File: config.mk
export PLATFORM = sky130hd
export DESIGN_NAME = tecos_timer
export DESIGN_NICKNAME = d
export VERILOG_FILES = /design/src/design/tecos_sync.v /design/src/design/tecos_presc.v /design/src/design/tecos_timer.v
export VERILOG_INCLUDE_DIRS = /design/src /design/src/design
export SDC_FILE = /design/constraint.sdc
export NUM_CORES = 1
export LEC_CHECK = 0
export BUFFER_PORTS_ARGS = -buffer_cell sky130_fd_sc_hd__buf_2
export CAP_MARGIN = 40
export CORE_ASPECT_RATIO = 1.25
export CORE_MARGIN = 2
export CORE_UTILIZATION = 53
export DETAILED_ROUTE_END_ITERATION = 12
export PLACE_DENSITY = 0.82
export SYNTH_ARGS = -nofsm -noshare
export SYNTH_HDL_FRONTEND = slang
export SYNTH_SLANG_ARGS = --single-unit
File: constraint.sdc
create_clock -name clk -period 3.7 [get_ports clk]
set_input_delay 0.37 -clock clk [delete_from_list [all_inputs] [get_ports clk]]
set_output_delay 0.37 -clock clk [all_outputs]
set_load 0.01 [all_outputs]
File: src/design/tecos_regs.vh
// constants for the event counter / one-shot timer channel
`ifndef TECOS_REGS_VH
`define TECOS_REGS_VH
`define TECOS_CNT_W 16
`define TECOS_CNT_MAX 16'hFFFF
`define TECOS_CNT_ZERO 16'h0000
`define TECOS_CNT_RST 16'hFFFF
`define TECOS_MODE_EVENT 1'h0
`define TECOS_MODE_ONESHOT 1'h1
`define TECOS_SRC_PIN 2'h0
`define TECOS_SRC_NB 2'h1
`define TECOS_SRC_NA 2'h2
`define TECOS_SRC_QUAD 2'h3
`define TECOS_CLK_F1 2'h0
`define TECOS_CLK_F8 2'h1
`define TECOS_CLK_F32 2'h2
`define TECOS_CLK_SUB 2'h3
`define TECOS_PRE_W 5
`define TECOS_OUT_PORT 2'h0
`define TECOS_OUT_PULSE 2'h1
`define TECOS_OUT_DIR 2'h2
`define TECOS_ST_IDLE 1'h0
`define TECOS_ST_RUN 1'h1
`define TECOS_READ_JUNK 16'h0000
`endif

File: src/design/tecos_sync.v
// two flip-flop synchroniser with rising and falling edge pulses
`timescale 1ns/100ps
module tecos_sync
(
  // clock and reset
  input wire clk,
  input wire sys_rst,
  // async input
  input wire din,
  // synchronised outputs
  output wire dout,
  output wire rise,
  output wire fall
);
  reg s1_reg;
  reg s2_reg;
  reg s3_reg;
  always @(posedge clk or posedge sys_rst)
  begin
    if (sys_rst)
    begin
      s1_reg <= 1'h0;
      s2_reg <= 1'h0;
      s3_reg <= 1'h0;
    end
    else
    begin
      s1_reg <= din;
      s2_reg <= s1_reg;
      s3_reg <= s2_reg;
    end
  end
  assign dout = s2_reg;
  assign rise = s2_reg & ~s3_reg;
  assign fall = ~s2_reg & s3_reg;
endmodule // tecos_sync

File: src/design/tecos_presc.v
// prescaler giving one-cycle ticks at f1, f8, f32 and the sub-clock source
`timescale 1ns/100ps
`include "tecos_regs.vh"
module tecos_presc
(
  // clock and reset
  input wire clk,
  input wire sys_rst,
  // source select and synchronised sub-clock rising-edge pulse
  input wire [1:0] clk_sel,
  input wire sub_rise,
  // tick output
  output reg tick
);
  reg [`TECOS_PRE_W-1:0] div_reg;
  always @(posedge clk or posedge sys_rst)
  begin
    if (sys_rst)
      div_reg <= 5'h00;
    else
      div_reg <= div_reg + 5'h01;
  end
  always @*
  begin
    case (clk_sel)
      `TECOS_CLK_F1: tick = 1'h1;
      `TECOS_CLK_F8: tick = (div_reg[2:0] == 3'h7);
      `TECOS_CLK_F32: tick = (div_reg == 5'h1F);
      `TECOS_CLK_SUB: tick = sub_rise;
      default: tick = 1'h0;
    endcase
  end
endmodule // tecos_presc

File: src/design/tecos_timer.v
// 16-bit event counter / one-shot timer channel
`timescale 1ns/100ps
`include "tecos_regs.vh"
// Notes on behaviour
// event mode counts chosen pin edge or a neighbour timer overflow
// single-phase direction set by software or by the direction pin
// without free-run, reload value on overflow or underflow, keep counting
// divide by FFFF-n+1 counting up, n+1 counting down
// event counting runs while start flag is one, halts when zero
// event mode raises interrupt on each overflow and underflow
// event mode read returns live count
// write when stopped loads reload and counter; running loads reload only
// free-run: no reload on overflow or underflow, counter wraps
// pulse output inverts output pin at each overflow or underflow
// output pin is general port, pulse output, or direction input
// two-phase channel counts pulse pair on input and output pins
// two-phase direction comes from phase relation, not software
// phase b high: count up on a rising, down on a falling
// software makes both phase pins inputs during two-phase counting
// one-shot source is f1, f8, f32 or the sub-clock source
// one-shot counts down from n, active for n source cycles
// one-shot at zero reloads then stops; clearing start flag stops too
// trigger during one-shot run reloads and restarts
// one-shot starts on trigger pin, timer overflow, or software flag
// one-shot raises interrupt when count reaches zero
// one-shot read returns an indeterminate value
// one-shot input pin is port or trigger; output pin port or pulse
// one-shot pulse output active during down-count, inactive at end
module tecos_timer
(
  // clock and reset
  input wire clk,
  input wire sys_rst,
  // mode configuration
  input wire mode_sel,
  input wire [1:0] src_sel,
  input wire edge_fall,
  input wire dir_from_pin,
  input wire dir_down,
  input wire free_run,
  input wire [1:0] out_func,
  input wire trig_pin_en,
  input wire trig_nb_en,
  input wire [1:0] clk_sel,
  // control flags
  input wire count_start,
  input wire oneshot_start,
  // timer register access
  input wire wr_en,
  input wire [15:0] wr_data,
  // neighbour overflow pulses and pins
  input wire neighbour_b_timer,
  input wire neighbour_a_timer,
  input wire timer_in_pin,
  input wire timer_out_pin_in,
  input wire subclock_div32_source,
  // port latch for general port use of output pin
  input wire port_level,
  // outputs
  output reg [15:0] rd_data,
  output reg timer_out_pin,
  output reg timer_out_pin_oe_n,
  output reg irq,
  output reg running
);
  reg [15:0] cnt_reg;
  reg [15:0] cnt_next;
  reg [15:0] reload_reg;
  reg [15:0] reload_next;
  reg st_reg;
  reg st_next;
  reg pout_reg;
  reg pout_next;
  reg irq_next;
  reg os_start_d_reg;
  reg [15:0] rd_next;
  reg drv_next;
  wire in_lvl;
  wire in_rise;
  wire in_fall;
  wire ph_b_lvl;
  wire sub_rise;
  wire tick;
  reg ev;
  reg down;
  reg trig;
  reg wrap;
  // ----------------------------------------
  // input synchronisers
  // ----------------------------------------
  tecos_sync u_sync_in
  (
    .clk(clk),
    .sys_rst(sys_rst),
    .din(timer_in_pin),
    .dout(in_lvl),
    .rise(in_rise),
    .fall(in_fall)
  );
  tecos_sync u_sync_ph_b
  (
    .clk(clk),
    .sys_rst(sys_rst),
    .din(timer_out_pin_in),
    .dout(ph_b_lvl),
    .rise(),
    .fall()
  );
  tecos_sync u_sync_sub
  (
    .clk(clk),
    .sys_rst(sys_rst),
    .din(subclock_div32_source),
    .dout(),
    .rise(sub_rise),
    .fall()
  );
  // one-shot source select
  tecos_presc u_presc
  (
    .clk(clk),
    .sys_rst(sys_rst),
    .clk_sel(clk_sel),
    .sub_rise(sub_rise),
    .tick(tick)
  );
  // ----------------------------------------
  // event source and direction
  // ----------------------------------------
  always @*
  begin
    ev = 1'h0;
    down = dir_down;
    case (src_sel)
      // pin edge select
      `TECOS_SRC_PIN: ev = edge_fall ? in_fall : in_rise;
      // neighbour overflow source
      `TECOS_SRC_NB: ev = neighbour_b_timer;
      `TECOS_SRC_NA: ev = neighbour_a_timer;
      // two-phase count source
      `TECOS_SRC_QUAD: ev = ph_b_lvl & (in_rise | in_fall);
      default: ev = 1'h0;
    endcase
    // direction by pin or software
    if (src_sel != `TECOS_SRC_QUAD && dir_from_pin && out_func == `TECOS_OUT_DIR)
      down = ph_b_lvl;
    // phase-derived direction
    if (src_sel == `TECOS_SRC_QUAD)
      down = in_fall;
  end
  // ----------------------------------------
  // counter, reload and output
  // ----------------------------------------
  always @*
  begin
    cnt_next = cnt_reg;
    reload_next = reload_reg;
    st_next = st_reg;
    pout_next = pout_reg;
    irq_next = 1'h0;
    // one-shot triggers
    trig = (oneshot_start & ~os_start_d_reg) | (trig_pin_en & in_rise)
      | (trig_nb_en & neighbour_b_timer);
    wrap = 1'h0;
    // write to reload, and counter when stopped
    if (wr_en)
    begin
      reload_next = wr_data;
      if (!running)
        cnt_next = wr_data;
    end
    if (mode_sel == `TECOS_MODE_EVENT)
    begin
      st_next = count_start;
      // count only while start flag set
      if (count_start && ev)
      begin
        // up wraps after FFFF, down after 0000
        wrap = down ? (cnt_reg == `TECOS_CNT_ZERO) : (cnt_reg == `TECOS_CNT_MAX);
        cnt_next = down ? cnt_reg - 16'h0001 : cnt_reg + 16'h0001;
        if (wrap)
        begin
          // reload unless free-run
          if (!free_run)
            cnt_next = reload_next;
          // interrupt on wrap
          irq_next = 1'h1;
          // toggle pulse output
          pout_next = ~pout_reg;
        end
      end
    end
    else
    begin
      case (st_reg)
        `TECOS_ST_IDLE:
        begin
          pout_next = 1'h0;
          if (count_start && trig)
          begin
            cnt_next = reload_next;
            st_next = `TECOS_ST_RUN;
            pout_next = 1'h1;
          end
        end
        `TECOS_ST_RUN:
        begin
          // active during down-count
          pout_next = 1'h1;
          if (!count_start)
          begin
            // stop on flag clear
            st_next = `TECOS_ST_IDLE;
            pout_next = 1'h0;
          end
          else if (trig)
            // retrigger reloads
            cnt_next = reload_next;
          else if (tick)
          begin
            // count down n source cycles
            cnt_next = cnt_reg - 16'h0001;
            if (cnt_reg == 16'h0001 || cnt_reg == `TECOS_CNT_ZERO)
            begin
              // reload then stop
              cnt_next = reload_next;
              st_next = `TECOS_ST_IDLE;
              // interrupt at zero
              irq_next = 1'h1;
              pout_next = 1'h0;
            end
          end
        end
        default: st_next = `TECOS_ST_IDLE;
      endcase
    end
    // read value by mode
    rd_next = (mode_sel == `TECOS_MODE_EVENT) ? cnt_next : `TECOS_READ_JUNK;
    // output pin function
    drv_next = (out_func == `TECOS_OUT_PORT || out_func == `TECOS_OUT_PULSE)
      && src_sel != `TECOS_SRC_QUAD;
  end
  always @(posedge clk or posedge sys_rst)
  begin
    if (sys_rst)
    begin
      cnt_reg <= `TECOS_CNT_RST;
      reload_reg <= `TECOS_CNT_RST;
      st_reg <= `TECOS_ST_IDLE;
      pout_reg <= 1'h0;
      os_start_d_reg <= 1'h0;
      rd_data <= 16'h0000;
      timer_out_pin <= 1'h0;
      timer_out_pin_oe_n <= 1'h1;
      irq <= 1'h0;
      running <= 1'h0;
    end
    else
    begin
      cnt_reg <= cnt_next;
      reload_reg <= reload_next;
      st_reg <= st_next;
      pout_reg <= pout_next;
      os_start_d_reg <= oneshot_start;
      rd_data <= rd_next;
      // drive pulse or port level
      timer_out_pin <= (out_func == `TECOS_OUT_PULSE) ? pout_next : port_level;
      timer_out_pin_oe_n <= ~drv_next;
      irq <= irq_next;
      running <= st_next;
    end
  end
endmodule // tecos_timer

==> out/results.ini <==
[finish]
area_growth_pct=15.71
n_antenna_cell=0
final_cell_count_no_fill=733
nFillCells=781
mostFrequentLayoutCells=60 x buf_2, 38 x mux2i_1, 35 x o21ai_0, 34 x dfrtp_1, 33 x dfstp_2
nets=653
layout_commonest_cell=buf_2
drive_above_1_share_pct=25.25

[synthesis]
synth_seq_area_share_pct=35.30
syn_area_per_cell_um2=8.896
async_flop_share_pct=100.0
yosys_register_bits=67
synth_ff_type=dfrtp_1
synth_edf_count=0
synthCells=547
syn_nets=595
synth_cell_type_count=71
syn_area_um2=4866
ys_warn_count=0

[die]
die_x_um=89.70
core-area_um2=9027
start_util_pct=53.90
die-area_um2=9968
rows=39
die_h_um=111.1
design.portCount=60

[clock_network]
ctsResizeCount=0
cts_root_buf=clkbuf_16
clkTransAtPathRegs_ns=0.06
post-cts-setup-buffers=0
cts_made_buffers=9
clock_latency_ns=0.35
cts_tree=done
htreeDepth=3
cts_sinks=67
clock_path_buffers=2
ctsHoldBuffers=0

[sta]
worst_pin_slew_ns=0.7876
max_freq_mhz=321.2
hold_violations=0
finalCritPeriodShare_pct=84.15
clock_skew_ns=0.008090
finalSetupViolCount=0
rsz0062_at_grt=false
max-slew-margin-rel_pct=47.34
min_period_ns=3.114
slew_viol_final=0
setup_tns_ns=0

[routing]
wl_per_cell_um=23.74
vias=4999
drc=0
antenna_left=0
drt_pass1_iterations=5
viasPerCell=6.820
drt_iter0_drc=367
routed_wl_mm=17.40

[grt]
grt_overflow=0
track_usage_pct=35.24
grt_pass1_vias=4883
antenna_found_initial=0
grt_max_degree=30
grt_pass1_wl_mm=27.12

[power]
static-leakage-power_nw=2.439
finalPower_mw=2.672
power_frac_seq_pct=39.4
pwr-share-comb_pct=30.6
p_int_mw=1.672
p_sw_mw=0.9995
swShare_pct=37.41
power_frac_clock_pct=30.0
vdd_drop_max_uv=315.3
p_per_area_nw_per_um2=474.5

[worst_setup_path]
path_depth=9
path_cells=inv_1 -> ha_1 -> nor3b_2 -> nand3_2 -> or4_4 -> a21oi_1 -> buf_4 -> nand2_1 -> o2111ai_1
crit_required_ns=3.96
slowest_stage=or4_4
arrival_ns=3.37
crit_path_end_kind=flop
crit_fanout=8
crit_family=simple AND/OR/NAND/NOR gates
critPathMaxStageDelay_ns=0.58
rr_worst_depth=9
critPathKind=reg -> reg
start_kind=flop
path_buf_inv=2

[placed_design]
place_hpwl_mm=12.67
io_buffers=59
gp_congestion=1.033
dp.cells=717

[min_path]
hold_class=in -> async

[flow_run]
maxCapViolCount=0

[outcome]
status=finished clean

## power groups by stage
stage	Sequential [mW]	Combinational (mW)	Clock [mW]
finish	1.05	0.817	0.802
global route	1.06	0.876	0.849
CTS	1.04	0.798	0.808
detailed placement	1.05	0.793	0
global placement	1.05	0.776	0
floorplan	0.940	0.619	0
## worst register-to-register path, cell delays in order, from the launching register on
cell and delay, ns:
dfstp_2 0.41, inv_1 0.18, ha_1 0.34, nor3b_2 0.50
nand3_2 0.19, or4_4 0.58, a21oi_1 0.41, buf_4 0.26
nand2_1 0.09, o2111ai_1 0.10
## final cells by class
cell class / instances / area [um^2] / share of cell area (%)
repair buffers: 81 / 466.7 / 8.289
clock inverters: 6 / 41.29 / 0.7333
clock buffers: 10 / 239.0 / 4.244
multi-input cells: 416 / 2899 / 51.49
well taps: 123 / 153.9 / 2.733
inverters: 30 / 112.6 / 2.000
flip-flops and latches: 67 / 1718 / 30.51
## logic make-up (layout without fill, tap and decap cells)
family | count (synthesis) | after routing | synth area share [%]
flops | 67 | 67 | 35.30
fa+ha+maj | 8 | 8 | 2.057
buf+inv | 64 | 127 | 5.117
compound gates | 160 | 160 | 23.25
xor+xnor | 20 | 20 | 3.600
simple gates | 184 | 184 | 21.47
mux | 44 | 44 | 9.205
## layer usage
layer / up-vias / track usage, % / share of wire (%)
met3: 76 / 7.614 / 7.6
met1: 2397 / 43.23 / 39
met2: 301 / 58.69 / 49
met4: 0 / 17.54 / 5.2
li1: 2225 / - / -
met5: - / 0 / 0
## stage by stage
stage          cell area [um^2]  setup WS, ns  hold slack (ns)  util [%]
5_1_grt                    5630        0.4584           0.1028     62.37
6_report                   5630        0.5864          0.04558     62.37
3_3_place_gp               5321        0.7228           0.3366     58.95
4_1_cts                    5630        0.6610          0.06879     62.37
2_1_floorplan              4866        0.9346           0.3312         -
3_5_place_dp               5350        0.6719           0.3370     59.27
## final timing paths
path                            slack [ns]                        start                           to
max in group asynchronous             2.97                      sys_rst      reload_reg[4]$_DFF_PP1_
worst max-delay path                  0.59         cnt_reg[1]$_DFF_PP1_         cnt_reg[0]$_DFF_PP1_
worst min-delay path                  0.05                      sys_rst  u_sync_sub.s1_reg$_DFF_PP0_
worst max register to register        0.59         cnt_reg[1]$_DFF_PP1_         cnt_reg[0]$_DFF_PP1_
min in group clk                      0.12        subclock_div32_source  u_sync_sub.s1_reg$_DFF_PP0_
worst min register to register        0.35  u_sync_sub.s1_reg$_DFF_PP0_    u_sync_sub.dout$_DFF_PP0_
## Yosys cell counts (7+ instances only)
cell type / n / share of area (%)
o2111ai_1: 7 / 1.3
nand2_1: 27 / 2.1
or4_1: 8 / 1.2
clkbuf_1: 31 / 2.4
ha_1: 8 / 2.1
dfstp_2: 33 / 18
dfrtp_1: 34 / 17
a21oi_1: 24 / 2.5
nand2b_1: 10 / 1.3
nor4_1: 15 / 1.9
xnor2_1: 15 / 2.7
and3_1: 8 / 1.0
or3_1: 7 / 0.90
o211ai_1: 13 / 2.0
nor3_1: 19 / 2.0
inv_1: 29 / 2.2
nand4_1: 11 / 1.4
o21ai_0: 35 / 3.6
mux2i_1: 38 / 7.8
nor2_1: 26 / 2.0
a221oi_1: 8 / 1.4
a31oi_1: 7 / 0.90
nand3_1: 20 / 2.1
Power figures use the tool's default switching activity.
